<file path="src/rtcm_defs.vh">
`ifndef RTCM_DEFS_VH
`define RTCM_DEFS_VH

// Register indices; the bus byte address is four times the index.
`define RTCM_IDX_FLAGS     4'h0
`define RTCM_IDX_CENTURY   4'h1
`define RTCM_IDX_ALM_SEC   4'h2
`define RTCM_IDX_ALM_MIN   4'h3
`define RTCM_IDX_ALM_HOUR  4'h4
`define RTCM_IDX_ALM_DATE  4'h5
`define RTCM_IDX_INTCTL    4'h6
`define RTCM_IDX_WDOG      4'h7
`define RTCM_IDX_TRIM      4'h8
`define RTCM_IDX_SEC       4'h9
`define RTCM_IDX_MIN       4'ha
`define RTCM_IDX_HOUR      4'hb
`define RTCM_IDX_WDAY      4'hc
`define RTCM_IDX_DATE      4'hd
`define RTCM_IDX_MONTH     4'he
`define RTCM_IDX_YEAR      4'hf
`define RTCM_IDX_IRQ_STAT  5'h10
`define RTCM_IDX_IRQ_MASK  5'h11
`define RTCM_IDX_TICK_DIV  5'h12

// Flags register bit positions.
`define RTCM_FLG_WDOG      7
`define RTCM_FLG_ALARM     6
`define RTCM_FLG_PFAIL     5
`define RTCM_FLG_OSCILLATOR_FAIL_FLAG      4
`define RTCM_FLG_BPF       3

// Factory defaults.
`define RTCM_RST_ALARM     8'h80
`define RTCM_RST_INTCTL    8'h08
`define RTCM_RST_ZERO      8'h00
`define RTCM_RST_FLAGS     8'h18
`define RTCM_RST_WDAY      8'h01
`define RTCM_RST_DATE      8'h01
`define RTCM_RST_MONTH     8'h01

// Field masks of used bits per register.
`define RTCM_MSK_SEC       8'h7f
`define RTCM_MSK_HOUR      8'h3f
`define RTCM_MSK_WDAY      8'h07
`define RTCM_MSK_MONTH     8'h1f
`define RTCM_MSK_ALM_SEC   8'hff
`define RTCM_MSK_ALM_HOUR  8'hbf
`define RTCM_MSK_TRIM      8'hbf

// Interrupt status bits.
`define RTCM_IRQ_SECOND    0
`define RTCM_IRQ_ALARM     1
`define RTCM_IRQ_FLAGUPD   2

// Flag update delay and tick rate.
`define RTCM_CLK_MHZ       50
`define RTCM_UPD_US        2
`define RTCM_UPD_CYC       (`RTCM_UPD_US * `RTCM_CLK_MHZ)
`define RTCM_TICK_DEFAULT  32'h02faf080

`endif

</file>
<file path="src/rtcm_regmem.v">
`timescale 1ns/10ps
`include "rtcm_defs.vh"

// Sixteen-byte register store with a registered read port.
module rtcm_regmem (
	// Clock and reset.
	input  wire       pclk,
	input  wire       presetn,
	// Write port.
	input  wire       wr_en,
	input  wire [3:0] wr_idx,
	input  wire [7:0] wr_data,
	// Read port.
	input  wire [3:0] rd_idx,
	output reg  [7:0] rd_data,
	// Whole-array view for the timekeeping logic.
	output wire [127:0] all_bytes
);
	reg [7:0] mem_r [0:15];
	genvar g;

	// Each byte is exported so the counter logic can see the whole calendar at once.
	generate
		for (g = 0; g < 16; g = g + 1) begin : g_exp
			assign all_bytes[g*8 +: 8] = mem_r[g];
		end
	endgenerate

	// The store resets to the factory image.
	integer i;
	always @(posedge pclk or negedge presetn) begin
		if (!presetn) begin
			for (i = 0; i < 16; i = i + 1)
				mem_r[i] <= `RTCM_RST_ZERO;
			mem_r[`RTCM_IDX_ALM_SEC]  <= `RTCM_RST_ALARM;
			mem_r[`RTCM_IDX_ALM_MIN]  <= `RTCM_RST_ALARM;
			mem_r[`RTCM_IDX_ALM_HOUR] <= `RTCM_RST_ALARM;
			mem_r[`RTCM_IDX_ALM_DATE] <= `RTCM_RST_ALARM;
			mem_r[`RTCM_IDX_INTCTL]   <= `RTCM_RST_INTCTL;
			mem_r[`RTCM_IDX_FLAGS]    <= `RTCM_RST_FLAGS;
			mem_r[`RTCM_IDX_WDAY]     <= `RTCM_RST_WDAY;
			mem_r[`RTCM_IDX_DATE]     <= `RTCM_RST_DATE;
			mem_r[`RTCM_IDX_MONTH]    <= `RTCM_RST_MONTH;
			rd_data <= `RTCM_RST_ZERO;
		end else begin
			if (wr_en)
				mem_r[wr_idx] <= wr_data;
			rd_data <= mem_r[rd_idx];
		end
	end
endmodule // rtcm_regmem

</file>
<file path="src/rtcm_top.v">
// The APB interface to the registers is this design's own decision.
`timescale 1ns/10ps
`include "rtcm_defs.vh"

module rtcm_top (
	// APB slave.
	input  wire        pclk,
	input  wire        presetn,
	input  wire        psel,
	input  wire        penable,
	input  wire        pwrite,
	input  wire [11:0] paddr,
	input  wire [31:0] pwdata,
	output reg  [31:0] prdata,
	output reg         pready,
	output reg         pslverr,
	// Interrupt.
	output reg         irq
);
	localparam ST_IDLE = 3'b001;
	localparam ST_WAIT = 3'b010;
	localparam ST_DONE = 3'b100;

	// Bus answer, tick, interrupt and flag update state.
	reg  [2:0]   state_r;
	reg  [31:0]  tick_div_r;
	reg  [31:0]  tick_cnt_r;
	reg  [2:0]   irq_stat_r;
	reg  [2:0]   irq_mask_r;
	reg  [6:0]   upd_cnt_r;
	reg          upd_pend_r;
	reg  [7:0]   upd_val_r;
	reg          mem_we;
	reg  [3:0]   mem_widx;
	reg  [7:0]   mem_wdat;
	wire [7:0]   mem_rdat;
	wire [127:0] bytes;
	reg          tick;
	reg          alarm_hit;

	wire        acc    = psel & penable & ~pready;
	wire        wr_acc = acc & pwrite;
	wire [9:0]  idx    = paddr[11:2];
	wire        in_mem = (idx < 10'h010);
	wire [7:0]  wbyte  = pwdata[7:0];
	// Bus writes to the stored bytes other than flags own the shared write port in both wait states of the access.
	wire        bus_mem_we = wr_acc & in_mem & (idx[3:0] != `RTCM_IDX_FLAGS);
	// The delayed flags load only counts as done in a cycle in which it really got the port;
	// otherwise a colliding bus write would silently drop the cleared fail bits.
	wire        upd_load = upd_pend_r & (upd_cnt_r == 7'h00) & ~bus_mem_we;
	// Start value of the flag update counter, cut to the counter width on purpose.
	wire [31:0] upd_start_cnt = `RTCM_UPD_CYC - 1;

	// Used-bit mask per register so reserved bits always read back as zero.
	// The same mask guards writes, so a reserved bit is never stored even if software sets it.
	function [7:0] field_mask;
		input [3:0] i;
		begin
			case (i)
				`RTCM_IDX_SEC, `RTCM_IDX_MIN:           field_mask = `RTCM_MSK_SEC;
				`RTCM_IDX_HOUR, `RTCM_IDX_DATE:         field_mask = `RTCM_MSK_HOUR;
				`RTCM_IDX_WDAY:                         field_mask = `RTCM_MSK_WDAY;
				`RTCM_IDX_MONTH:                        field_mask = `RTCM_MSK_MONTH;
				`RTCM_IDX_ALM_DATE, `RTCM_IDX_ALM_HOUR: field_mask = `RTCM_MSK_ALM_HOUR;
				`RTCM_IDX_TRIM:                         field_mask = `RTCM_MSK_TRIM;
				default:                                field_mask = 8'hff;
			endcase
		end
	endfunction

	// Increments a BCD byte, wrapping from the top value to the low value.
	function [7:0] bcd_inc;
		input [7:0] v;
		input [7:0] top;
		input [7:0] low;
		begin
			if (v >= top)
				bcd_inc = low;
			else if (v[3:0] >= 4'h9)
				bcd_inc = {v[7:4] + 4'h1, 4'h0};
			else
				bcd_inc = {v[7:4], v[3:0] + 4'h1};
		end
	endfunction

	// An alarm field matches when its disable bit is set or the value agrees.
	function fld_ok;
		input [7:0] a;
		input [7:0] t;
		begin
			fld_ok = a[7] | (a[6:0] == t[6:0]);
		end
	endfunction

	rtcm_regmem u_mem (
		.pclk      (pclk),
		.presetn   (presetn),
		.wr_en     (mem_we),
		.wr_idx    (mem_widx),
		.wr_data   (mem_wdat),
		.rd_idx    (idx[3:0]),
		.rd_data   (mem_rdat),
		.all_bytes (bytes)
	);

	wire [7:0] b_flags = bytes[8*`RTCM_IDX_FLAGS +: 8];
	wire [7:0] b_sec   = bytes[8*`RTCM_IDX_SEC +: 8];
	wire [7:0] b_min   = bytes[8*`RTCM_IDX_MIN +: 8];
	wire [7:0] b_hour  = bytes[8*`RTCM_IDX_HOUR +: 8];
	wire [7:0] b_wday  = bytes[8*`RTCM_IDX_WDAY +: 8];
	wire [7:0] b_date  = bytes[8*`RTCM_IDX_DATE +: 8];
	wire [7:0] b_month = bytes[8*`RTCM_IDX_MONTH +: 8];
	wire [7:0] b_year  = bytes[8*`RTCM_IDX_YEAR +: 8];
	wire [7:0] b_cent  = bytes[8*`RTCM_IDX_CENTURY +: 8];
	wire [7:0] b_ctl   = bytes[8*`RTCM_IDX_INTCTL +: 8];
	wire       osc_run = bytes[8*`RTCM_IDX_TRIM + 7] == 1'b0;

	// One-second tick from pclk; the trim byte stops the clock when its bit 7 is set.
	// The divider register lets a bench shorten the second; a zero divider is refused,
	// though a divider of one still fires the tick on every cycle.
	always @(posedge pclk or negedge presetn) begin
		if (!presetn) begin
			tick_cnt_r <= 32'h00000000;
			tick       <= 1'b0;
		end else begin
			tick <= 1'b0;
			if (!osc_run) begin
				tick_cnt_r <= 32'h00000000;
			end else if (tick_cnt_r >= tick_div_r - 32'h00000001) begin
				tick_cnt_r <= 32'h00000000;
				tick       <= 1'b1;
			end else begin
				tick_cnt_r <= tick_cnt_r + 32'h00000001;
			end
		end
	end

	// Alarm compare, checked on the updated time in the cycle after the carry chain ends.
	// With every field disabled the compare would match each second, so that case
	// is held off and an alarm needs at least one enabled field.
	always @* begin
		alarm_hit = fld_ok(bytes[8*`RTCM_IDX_ALM_SEC +: 8], b_sec) &
		            fld_ok(bytes[8*`RTCM_IDX_ALM_MIN +: 8], b_min) &
		            fld_ok(bytes[8*`RTCM_IDX_ALM_HOUR +: 8], b_hour) &
		            fld_ok(bytes[8*`RTCM_IDX_ALM_DATE +: 8], b_date) &
		            ~(bytes[8*`RTCM_IDX_ALM_SEC + 7] & bytes[8*`RTCM_IDX_ALM_MIN + 7] &
		              bytes[8*`RTCM_IDX_ALM_HOUR + 7] & bytes[8*`RTCM_IDX_ALM_DATE + 7]);
	end

	// One write port is shared; bus writes win, then the delayed flag load, then the
	// calendar carry chain. The carry advances one register per cycle, which keeps the
	// adder small at the cost of a few cycles of ripple after each second.
	// Date_count wraps at 31 for every month; software that needs real month
	// lengths must correct the date itself.
	reg [3:0] carry_idx_r;
	reg       carry_on_r;
	reg       alarm_chk_r;
	always @* begin
		mem_we   = 1'b0;
		mem_widx = 4'h0;
		mem_wdat = 8'h00;
		if (bus_mem_we) begin
			mem_we   = 1'b1;
			mem_widx = idx[3:0];
			mem_wdat = wbyte & field_mask(idx[3:0]);
		end else if (upd_load) begin
			mem_we   = 1'b1;
			mem_widx = `RTCM_IDX_FLAGS;
			mem_wdat = upd_val_r;
		end else if (carry_on_r) begin
			mem_we   = 1'b1;
			mem_widx = carry_idx_r;
			case (carry_idx_r)
				`RTCM_IDX_SEC:   mem_wdat = bcd_inc(b_sec, 8'h59, 8'h00);
				`RTCM_IDX_MIN:   mem_wdat = bcd_inc(b_min, 8'h59, 8'h00);
				`RTCM_IDX_HOUR:  mem_wdat = bcd_inc(b_hour, 8'h23, 8'h00);
				`RTCM_IDX_WDAY:  mem_wdat = bcd_inc(b_wday, 8'h07, 8'h01);
				`RTCM_IDX_DATE:  mem_wdat = bcd_inc(b_date, 8'h31, 8'h01);
				`RTCM_IDX_MONTH: mem_wdat = bcd_inc(b_month, 8'h12, 8'h01);
				`RTCM_IDX_YEAR:  mem_wdat = bcd_inc(b_year, 8'h99, 8'h00);
				default:         mem_wdat = bcd_inc(b_cent, 8'h99, 8'h00);
			endcase
		end
	end

	// Carry chain sequencing: each field but the weekday passes the carry on only when it wrapped.
	always @(posedge pclk or negedge presetn) begin
		if (!presetn) begin
			carry_on_r  <= 1'b0;
			carry_idx_r <= 4'h0;
			alarm_chk_r <= 1'b0;
		end else begin
			alarm_chk_r <= 1'b0;
			if (tick) begin
				carry_on_r  <= 1'b1;
				carry_idx_r <= `RTCM_IDX_SEC;
			// A carry step only counts in a cycle in which the port took the carry write.
			end else if (carry_on_r && mem_widx == carry_idx_r && !bus_mem_we) begin
				if (carry_idx_r == `RTCM_IDX_SEC && b_sec != 8'h59 ||
				    carry_idx_r == `RTCM_IDX_MIN && b_min != 8'h59 ||
				    carry_idx_r == `RTCM_IDX_HOUR && b_hour != 8'h23 ||
				    carry_idx_r == `RTCM_IDX_DATE && b_date != 8'h31 ||
				    carry_idx_r == `RTCM_IDX_MONTH && b_month != 8'h12 ||
				    carry_idx_r == `RTCM_IDX_YEAR && b_year != 8'h99 ||
				    carry_idx_r == `RTCM_IDX_CENTURY) begin
					carry_on_r  <= 1'b0;
					alarm_chk_r <= 1'b1;
				end else if (carry_idx_r == `RTCM_IDX_YEAR) begin
					carry_idx_r <= `RTCM_IDX_CENTURY;
				end else begin
					carry_idx_r <= carry_idx_r + 4'h1;
				end
			end
		end
	end

	// Bus write to the flags byte: zeros in the fail positions clear them after a fixed
	// delay; a second write during the delay restarts it with the newer value.
	always @(posedge pclk or negedge presetn) begin
		if (!presetn) begin
			upd_pend_r <= 1'b0;
			upd_cnt_r  <= 7'h00;
			upd_val_r  <= `RTCM_RST_FLAGS;
		end else if (wr_acc && in_mem && idx[3:0] == `RTCM_IDX_FLAGS) begin
			upd_pend_r <= 1'b1;
			upd_cnt_r  <= upd_start_cnt[6:0];
			upd_val_r  <= {b_flags[7:5], wbyte[4:3] & b_flags[4:3], wbyte[2:0] & 3'h7};
		end else if (upd_load) begin
			// The load waits at zero while a bus write holds the port, then retires.
			upd_pend_r <= 1'b0;
		end else if (upd_pend_r && upd_cnt_r != 7'h00) begin
			upd_cnt_r <= upd_cnt_r - 7'h01;
		end
	end

	// Bus answer: register reads take two wait states for the memory read port.
	// Writes answer with zero read data, so a stale byte from an earlier read never
	// looks like an echo of the written value.
	always @(posedge pclk or negedge presetn) begin
		if (!presetn) begin
			state_r <= ST_IDLE;
			pready  <= 1'b0;
			pslverr <= 1'b0;
			prdata  <= 32'h00000000;
		end else begin
			pready  <= 1'b0;
			pslverr <= 1'b0;
			case (state_r)
				ST_IDLE: begin
					if (acc)
						state_r <= ST_WAIT;
				end
				ST_WAIT: begin
					pready  <= 1'b1;
					state_r <= ST_DONE;
					pslverr <= (idx > `RTCM_IDX_TICK_DIV);
					if (pwrite || idx > `RTCM_IDX_TICK_DIV)
						prdata <= 32'h00000000;
					else if (in_mem)
						prdata <= {24'h000000, mem_rdat & field_mask(idx[3:0])};
					else if (idx == `RTCM_IDX_IRQ_STAT)
						prdata <= {29'h0, irq_stat_r};
					else if (idx == `RTCM_IDX_IRQ_MASK)
						prdata <= {29'h0, irq_mask_r};
					else
						prdata <= tick_div_r;
				end
				ST_DONE: state_r <= ST_IDLE;
				default: state_r <= ST_IDLE;
			endcase
		end
	end

	// Extra registers: sticky status (write one to clear, set wins), mask, tick divider.
	// The interrupt output is registered, so it trails status and mask by one cycle;
	// the flag update event is the cycle in which the delayed load really lands.
	wire [2:0] ev = {upd_load, alarm_chk_r & alarm_hit, tick};
	wire       wr_done = psel & penable & pready & pwrite;
	always @(posedge pclk or negedge presetn) begin
		if (!presetn) begin
			irq_stat_r <= 3'h0;
			irq_mask_r <= 3'h0;
			tick_div_r <= `RTCM_TICK_DEFAULT;
			irq        <= 1'b0;
		end else begin
			if (wr_done && idx == `RTCM_IDX_IRQ_STAT)
				irq_stat_r <= (irq_stat_r & ~pwdata[2:0]) | ev;
			else
				irq_stat_r <= irq_stat_r | ev;
			if (wr_done && idx == `RTCM_IDX_IRQ_MASK)
				irq_mask_r <= pwdata[2:0];
			if (wr_done && idx == `RTCM_IDX_TICK_DIV && pwdata != 32'h00000000)
				tick_div_r <= pwdata;
			irq <= |(irq_stat_r & irq_mask_r);
		end
	end
endmodule // rtcm_top

</file>
<file path="config.mk">
export PLATFORM = sky130hd
export DESIGN_NAME = rtcm_top
export DESIGN_NICKNAME = d
export VERILOG_FILES = /design/src/rtcm_regmem.v /design/src/rtcm_top.v
export VERILOG_INCLUDE_DIRS = /design/src
export SDC_FILE = /design/constraint.sdc
export NUM_CORES = 1
export LEC_CHECK = 0
export BUFFER_PORTS_ARGS = -buffer_cell sky130_fd_sc_hd__buf_2
export CORE_ASPECT_RATIO = 1.1
export CORE_UTILIZATION = 62
export DETAILED_ROUTE_END_ITERATION = 10
export PLACE_DENSITY = 0.8
export RECOVER_POWER = 25
export SETUP_SLACK_MARGIN = 0.15
export SYNTH_ARGS = -nofsm -noshare
export SYNTH_HDL_FRONTEND = slang
export SYNTH_HIERARCHICAL = 1
export SYNTH_SLANG_ARGS = --single-unit
export TNS_END_PERCENT = 10
</file>
<file path="constraint.sdc">
create_clock -name pclk -period 4.88 [get_ports pclk]
set_input_delay 0.488 -clock pclk [delete_from_list [all_inputs] [get_ports pclk]]
set_output_delay 0.488 -clock pclk [all_outputs]
set_load 0.01 [all_outputs]
</file>
==> results of run 1 <==
[sequential cells by signal (all words and copies together), names as in the netlist, 4 cells and up]
name	cells
tick_div_r	32
upd_cnt_r	7
tick_cnt_r	32
upd_val_r	8
prdata	32
carry_idx_r	4
u_mem/rd_data	8
u_mem/all_bytes	128
[timing repair]
| item | CTS | global route |
|---|---|---|
| hold endpoints to repair | 14 | 0 |
| buffers inserted | 0 | 0 |
| hold buffers | 1 | 0 |
[metal layers]
metal	global-route usage	share of wire
met1	0.439	0.40
met3	0.0387	0.065
met4	0.141	0.044
met2	0.573	0.49
met5	0	0
[cells by family (layout without fill, tap and decap cells)]
kind of cell | count (synthesis) | in the layout | synth area share
AND/OR/NAND/NOR | 438 | 438 | 0.151
multiplexers | 204 | 204 | 0.169
AO/OA/AOI/OAI | 211 | 211 | 0.0985
buffers and inverters | 105 | 205 | 0.0278
XOR/XNOR | 103 | 103 | 0.0575
adder cells (fa/ha/maj) | 85 | 85 | 0.0677
flip-flops | 267 | 267 | 0.428
[worst max-delay path, cell delays in order (launching register included)]
cell and delay [ns]:
dfrtp_1 0.41, inv_1 0.09, ha_1 0.19, or4b_2 0.63, nand2b_4 0.20, or2_2 0.35, nor4_4 0.31, nand2_1 0.11
xor2_1 0.17, ha_1 0.28, nand2_1 0.06, o21ai_0 0.26, o21ai_0 0.20, a311o_1 0.31, nand3b_1 0.09, buf_4 0.32
nor2_1 0.11
[final cells by class]
class,count,area [µm²]
repair buffers,104,533
flip-flops and latches,267,6710
inverters,49,184
multi-input cells,1041,8550
fillers,1819,7250
clock buffers,35,777
clock inverters,17,230
well taps,310,388
[through the flow]
step	worst slack (ns)	util	std cells	hold WS, ns	total power [mW]
global placement	0.781	0.667	1770	0.441	2.41
global route	0.182	0.706	1823	0.195	4.80
finish	0.643	0.706	1823	0.195	4.67
detailed placement	0.716	0.667	1770	0.445	2.41
floorplan	1.14	-	1413	0.192	2.32
CTS	0.648	0.709	1823	0.180	4.70
[power breakdown]
part           total (mW)  leakage [nW]  internal [mW]  switching [mW]
clock                2.30         0.497           1.39           0.906
combinational       0.145          4.34         0.0399           0.105
sequential           2.23          3.58           2.22         0.00382
[final timing paths]
kind	to	slack (ns)
worst max register to register	tick_cnt_r[26]	0.64
worst max-delay path	tick_cnt_r[26]	0.64
max in group asynchronous	prdata[16]	0.97
min in group asynchronous	upd_cnt_r[0]	1.19
worst min register to register	upd_val_r[4]	0.46
worst min-delay path	tick_div_r[11]	0.19
[placed cells by master, fill, tap and decap left out, types with 20 or more instances in the layout]
master	instances
a21oi_1	34
nor2_1	95
mux4_2	32
and3_1	25
nor3_1	21
o21ai_0	32
xnor2_1	47
clkbuf_1	38
inv_1	49
nand2_1	102
dfstp_2	25
mux2_2	165
nand3_1	44
buf_2	45
a22o_1	29
dfrtp_1	242
nor4_1	23
clkbuf_16	28
buf_4	20
xor2_1	56
ha_1	84
==> impl_metrics.ini, run 1 <==
[global_routing]
antenna_found_initial = 0
grt_first_pass_wirelength_mm = 67.4
grt_max_degree = 114
grt_pass1_vias = 11948
track_usage = 0.337
grt_overflow_total = 0

[cts]
cts_buffers = 28
h-tree-depth = 1
tritoncts = yes
cts_resized = 0
root_buffer = clkbuf_16
cts.sinks = 267
clk_latency_ns = 0.56
cts_buffer_depth = 3
clkSlewWorstSetupHoldPaths_ns = 0.07

[logic_synthesis]
yosysSeqAreaShare = 0.428
ys_seq_elements = 267
syn_nets = 1546
yosysUniqueCellTypes = 85
synth_top_area_share = 0.386
yosysMostFrequentCell = dfrtp_1
syn_inst = 1413
synth_area_leaders = dfrtp_1 (39%), mux2_2 (12%), ha_1 (6.7%)
yosys.area.top_type = dfrtp_1
synth_area_mm2 = 0.0157
syn_area_per_cell_um2 = 11.1
synth-main-ff-cell = dfrtp_1
synth_edf_count = 0
synth.top_cells.by_count = dfrtp_1 (242), mux2_2 (165), nand2_1 (102), nor2_1 (95), ha_1 (84)
yosysWarnings = 6
synthArstFlopShare = 1.00

[placement]
dp_hpwl_mm = 30.8
place_area_mm2 = 0.0164
gp_congestion = 0.977
io_buffers = 81

[drt]
viasPerCell = 6.62
vias = 12062
wire_per_inst_um = 23.5
drt_first_iter_violations = 1163
first_pass_iters = 7
antenna_left = 0
wl_mm = 42.8
drc = 0

[pwr]
p_leak_nw = 8.41
cellPowerDensity_mw_per_mm2 = 269
ir_drop_mv = 0.364

[timing]
worst-slew-pin-transition_ns = 2.49
period_needed_ns = 4.24
rsz0062_at_grt = no
max_freq_ghz = 0.236
setup_tns_ns = 0
timing.final.crit_share = 0.868
finalMaxSlewViolations = 143
final_hold_viol_count = 0
fin_skew_ns = 0.0245
finalSetupViolCount = 0
max-slew-margin-rel = -0.662

[die]
core_area_mm2 = 0.0246
pin_count = 84
die_h_um = 169
initial_utilization = 0.637
dieArea_mm2 = 0.0259
core.rowCount = 60
die_w_um = 154

[worst_setup_path]
r2r_start = tick_div_r[0]
worstRegToRegCells = 16
crit_path_start = tick_div_r[0]
crit_required_ns = 5.29
cp-end-kind = flip-flop
worst-path-max-fanout = 32
start_kind = flip-flop
critical_path_arrival_ns = 4.64
worst-setup-path-type = reg -> reg

[finish]
nNetsFinal = 1624
drive_gt1_frac = 0.252
syn2layout_area_growth_pct = 10.8
n_antenna_cell = 0
final_area_mm2 = 0.0174

[min_path]
min_from = pwdata[11]
hp-class = in -> reg
min_path_cells = 2

[outcome]
failed_checks = capacitance limit, slew limit
status = complete, but fails checks

[flow_run]
drv_cap = 2
Note: power is estimated with default switching activity, not from simulation.
==> inputs of run 2 (changes only) <==
- BUFFER_PORTS_ARGS: -buffer_cell sky130_fd_sc_hd__buf_2 -> -buffer_cell sky130_fd_sc_hd__buf_4
==> run 2 against run 1 <==
The run still ends with capacitance limit, slew limit left. Worst setup slack worse by 0.040 ns. Non-clock buffer count up 2. Sequential share of layout area decreased by 0.51 points. Core utilization is 0.95 points higher. Clock skew decreased by 0.014 ns. Cell count increased by 0.16%. First-iteration DRC count shrank 8.9%. Count of clock-buffer cells in the layout increased by 10. Wire length about the same. Power shrank 1.2%. Global-route usage up 0.085 points. Via count decreased by 0.80%. Critical path type unchanged. Critical endpoint is now tick_cnt_r[28]. Largest cell class unchanged.
==> impl_metrics.ini, run 2 (synthesized netlist as in run 1, its figures left out) <==
[drt]
first_pass_iters = 5
wire_per_inst_um = 23.5
wl_mm = 42.9
viasPerCell = 6.55
antenna_left = 0
drt_first_iter_violations = 1059
drc = 0
vias = 11966

[worst_setup_path]
critical_path_arrival_ns = 4.73
cp_num_cells = 16
worstRegToRegCells = 16
cp-end-kind = flip-flop
critPathBufInv = 2
worst-path-max-fanout = 13
start_kind = flip-flop
crit_chain = inv_1 -> ha_1 -> or4b_2 -> nand2b_4 -> or2_2 -> nor4_4 -> nand2_1 -> xor2_1 -> ha_1 -> nand2_1 -> o21ai_0 -> o21ai_0 -> a311o_1 -> nand3b_1 -> buf_4 -> nor2_1
crit_required_ns = 5.33
cpLargestDelayFamily = simple AND/OR/NAND/NOR gates
worst-setup-path-type = reg -> reg
cpPeakStageDelay_ns = 0.61
slowest_stage = or4b_2

[die]
core.rowCount = 60
die_h_um = 169
initial_utilization = 0.637
dieArea_mm2 = 0.0259
core_area_mm2 = 0.0246
die_w_um = 154
pin_count = 84

[cts]
cts_setup_buffers = 0
cts.sinks = 267
clkSlewWorstSetupHoldPaths_ns = 0.06
tritoncts = yes
cts_buffers = 29
ctsHoldBuffers = 0
h-tree-depth = 1
cts_resized = 0
clk_latency_ns = 0.57
cts_buffer_depth = 3
root_buffer = clkbuf_16

[outcome]
failed_checks = capacitance limit, slew limit
status = complete, but fails checks

[finish]
nNetsFinal = 1627
final_common_cell = dfrtp_1
largest_register_ffs = 128
drive_gt1_frac = 0.274
final_cell_mix = dfrtp_1 (242), mux2_2 (165), buf_4 (104)
syn2layout_area_growth_pct = 12.3
n_antenna_cell = 0

[timing]
finalSetupViolCount = 0
max-slew-margin-rel = -1.04
timing.final.crit_share = 0.876
max_freq_ghz = 0.234
rsz0062_at_grt = no
worst-slew-pin-transition_ns = 3.06
final_hold_viol_count = 0
finalMaxSlewViolations = 126
period_needed_ns = 4.28
setup_tns_ns = 0
fin_skew_ns = 0.0108

[flow_run]
drv_cap = 1

[global_routing]
grt_first_pass_wirelength_mm = 67.4
antenna_found_initial = 0
grt_pass1_vias = 11901
grt_overflow_total = 0
grt_max_degree = 126
track_usage = 0.337

[min_path]
min_path_cells = 2
hp-class = in -> reg

[placement]
gp_congestion = 0.949
io_buffers = 81
dp_hpwl_mm = 30.7

[pwr]
total_power_mw = 4.61
p_leak_nw = 8.60
ir_drop_mv = 0.286
cellPowerDensity_mw_per_mm2 = 262
run 2: changes by cell type in the layout (fill, tap and decap cells not counted), sizes merged:
cell	before	now
buf	65	104
clkinv	10	3
clkbuf	73	47
inv	49	51
clkinvlp	2	1
bufinv	5	2
dlygate4sd3	1	0
run 2: worst reg2reg max path, cell delays in order, from the launching register on:
cell,delay [ns]
dfrtp_1,0.40
inv_1,0.08
ha_1,0.19
or4b_2,0.61
nand2b_4,0.19
or2_2,0.35
nor4_4,0.31
nand2_1,0.12
xor2_1,0.16
ha_1,0.27
nand2_1,0.05
o21ai_0,0.26
o21ai_0,0.19
a311o_1,0.31
nand3b_1,0.33
buf_4,0.27
nor2_1,0.07
run 2: through the flow:
step,cell area (µm²),hold slack [ns],setup slack [ns],util,instances
2_1_floorplan,15700,0.192,1.14,-,1413
3_3_place_gp,16700,0.440,0.647,0.676,1773
3_5_place_dp,16700,0.450,0.620,0.676,1773
4_1_cts,17600,0.0409,0.601,0.716,1826
5_1_grt,17600,0.155,0.276,0.715,1826
6_report,17600,0.160,0.603,0.715,1826
run 2: worst paths after layout:
kind                       slack [ns]     startpoint             endpoint
max in group asynchronous        1.25        presetn  u_mem/all_bytes[98]
max                              0.60  tick_div_r[0]       tick_cnt_r[28]
min                              0.16      pwdata[9]        tick_div_r[9]
max reg2reg                      0.60  tick_div_r[0]       tick_cnt_r[28]
min in group asynchronous        0.87        presetn         upd_cnt_r[0]
min reg2reg                      0.46   upd_val_r[4]         upd_val_r[4]
run 2: routing by layer:
metal  GRT usage  vias to the layer above  share of wire
met5           0                        -              0
met3      0.0474                      114          0.074
met2       0.567                      527           0.48
met4       0.135                        0          0.040
met1       0.443                     5957           0.40
li1            -                     5368              -
run 2: where the power goes:
part | switching (mW) | internal (mW)
sequential | 0.00395 | 2.22
combinational | 0.104 | 0.0500
clock | 0.906 | 1.33
total | 1.01 | 3.60
run 2: cell type report:
class | count | area [µm²]
multi-input cells | 1041 | 8550
fillers | 1767 | 7010
flip-flops and latches | 267 | 6710
clock buffers | 45 | 866
repair buffers | 106 | 793
well taps | 310 | 388
inverters | 49 | 184
clock inverters | 8 | 115
==> inputs of run 3 (changes only) <==
- BUFFER_PORTS_ARGS: -buffer_cell sky130_fd_sc_hd__buf_4 -> unset
- CORE_UTILIZATION: 62 -> 65
- DONT_BUFFER_PORTS: unset -> 1
- clock period: 4.88 -> 4 ns (I/O delays scaled with it)
==> run 3 against run 2 <==
The flow finishes with violations (hold timing). Sequential cell count is the same. Worst setup slack lost 0.30 ns. Global-route usage grew 2.2 points. Highest routed layer unchanged. Via count shrank 0.24%. Critical path type unchanged. Count of clock-buffer cells in the layout shrank 3. First-iteration DRC count shrank 8.3%. Die area shrank 4.6%.
==> impl_metrics.ini, run 3 (synthesized netlist as in run 1, its figures left out) <==
[global_routing]
grt_max_degree = 268
antenna_found_initial = 0
grt_overflow_total = 0
track_usage = 0.359
grt_pass1_vias = 11990
grt_first_pass_wirelength_mm = 66.7

[drt]
viasPerCell = 6.63
first_pass_iters = 5
vias = 11937
drc = 0
drt_first_iter_violations = 971
antenna_left = 0
wl_mm = 43.9
wire_per_inst_um = 24.4

[die]
core_area_mm2 = 0.0237
initial_utilization = 0.662
dieArea_mm2 = 0.0247
die_w_um = 150
core.rowCount = 59
die_h_um = 165
pin_count = 84

[finish]
final_area_mm2 = 0.0176
final_cell_mix = dfrtp_1 (242), mux2_2 (165), nand2_1 (102)
fill_cells = 1586
n_antenna_cell = 0
syn2layout_area_growth_pct = 12.5
final_common_cell = dfrtp_1
largest_register_ffs = 128
final_cells = 1801
nNetsFinal = 1606
drive_gt1_frac = 0.257

[worst_setup_path]
cp-end-kind = flip-flop
start_kind = flip-flop
timing.critical_path.mode_cell = buf_6
cpPeakStageDelay_ns = 0.46
critical_path_arrival_ns = 4.13
worst-path-max-fanout = 9
crit_required_ns = 4.43
crit_chain = inv_2 -> ha_2 -> or4b_4 -> nand2b_4 -> or2_4 -> nor4_4 -> buf_4 -> nand2_1 -> xor2_1 -> ha_1 -> and4_1 -> o21ai_2 -> a311o_1 -> nand3b_1 -> buf_6 -> buf_6 -> nor2_1
worst-setup-path-type = reg -> reg
slowest_stage = or4b_4

[timing]
setup_tns_ns = 0
max_freq_ghz = 0.271
timing.final.crit_share = 0.924
rsz0062_at_grt = no
final_hold_viol_count = 267
max-slew-margin-rel = 0.307
period_needed_ns = 3.70
fin_skew_ns = 0.0226
post-route-worst-setup-slack_ns = 0.304
finalMaxSlewViolations = 0
worst-slew-pin-transition_ns = 1.04
finalSetupViolCount = 0
hold_ws_ns = -0.464

[cts]
clk_latency_ns = 0.56
h-tree-depth = 1
clkSlewWorstSetupHoldPaths_ns = 0.07
cts.sinks = 267
cts_buffers = 29
tritoncts = yes
cts_buffer_depth = 3
root_buffer = clkbuf_16

[min_path]
hp-class = in -> async

[pwr]
p_leak_nw = 8.51
cellPowerDensity_mw_per_mm2 = 312
ir_drop_mv = 0.360

[placement]
dp_cells = 1709
dp_hpwl_mm = 30.5
post-place-ws_ns = 0.0773
io_buffers = 0
place_area_mm2 = 0.0162
gp_congestion = 0.987

[outcome]
status = complete, but fails checks
failed_checks = hold timing

[flow_run]
drv_cap = 0
[run 3: worst max-delay path, delay by kind of cell (launching register included)]
kind / cells / cell delay (ns)
adder cells (fa/ha/maj): 2 / 0.45
flip-flops: 1 / 0.39
XOR/XNOR: 1 / 0.16
buffers and inverters: 4 / 0.54
AO/OA/AOI/OAI: 2 / 0.44
AND/OR/NAND/NOR: 8 / 1.58
[run 3: through the flow]
step | util | total power [mW]
2_1_floorplan | - | 2.83
3_3_place_gp | 0.684 | 2.82
3_5_place_dp | 0.684 | 2.82
4_1_cts | 0.739 | 5.53
5_1_grt | 0.745 | 5.67
6_report | 0.745 | 5.51
[run 3: what timing repair did]
item,CTS,global route
pin swaps,2,9
buffers inserted,6,1
endpoints found under the hold margin,300,270
gates cloned,2,1
gates resized for setup,8,21
hold buffers,25,3
endpoints found under the setup margin,32,32
[run 3: layout make-up]
type                            instances  area (µm²)  area share
Multi-Input combinational cell       1041        8620       0.489
Sequential cell                       267        6710       0.380
Clock buffer                           42         865      0.0490
Timing Repair Buffer                   85         761      0.0431
Tap cell                              305         382      0.0216
Inverter                               49         184      0.0104
Clock inverter                         12         116     0.00659
[run 3: layer usage]
| metal | routed length, µm | vias to the layer above | global-route usage |
|---|---|---|---|
| met5 | 0 | - | 0 |
| met4 | 2040 | 0 | 0.157 |
| met3 | 3160 | 131 | 0.0497 |
| met2 | 21400 | 559 | 0.615 |
| met1 | 17400 | 5929 | 0.455 |
| li1 | - | 5318 | - |
[run 3: worst paths after layout]
check | start | end | slack [ns] | cells past startpoint
hold reg to reg | upd_val_r[4] | upd_val_r[4] | 0.46 | 2
hold / removal | presetn | upd_cnt_r[3] | -0.46 | 0
setup reg to reg | tick_div_r[0] | tick_cnt_r[17] | 0.30 | 17
max in group asynchronous | presetn | tick_div_r[19] | 4.12 | 0
setup / recovery | tick_div_r[0] | tick_cnt_r[17] | 0.30 | 17
min in group pclk | pwdata[10] | tick_div_r[10] | 0.02 | 1
[run 3: where the power goes]
group	switching [mW]	total [mW]	leakage (nW)	internal, mW
clock	1.09	2.71	0.491	1.62
sequential	0.00516	2.72	3.58	2.71
combinational	0.0380	0.0868	4.44	0.0488
total	1.13	5.51	8.51	4.38
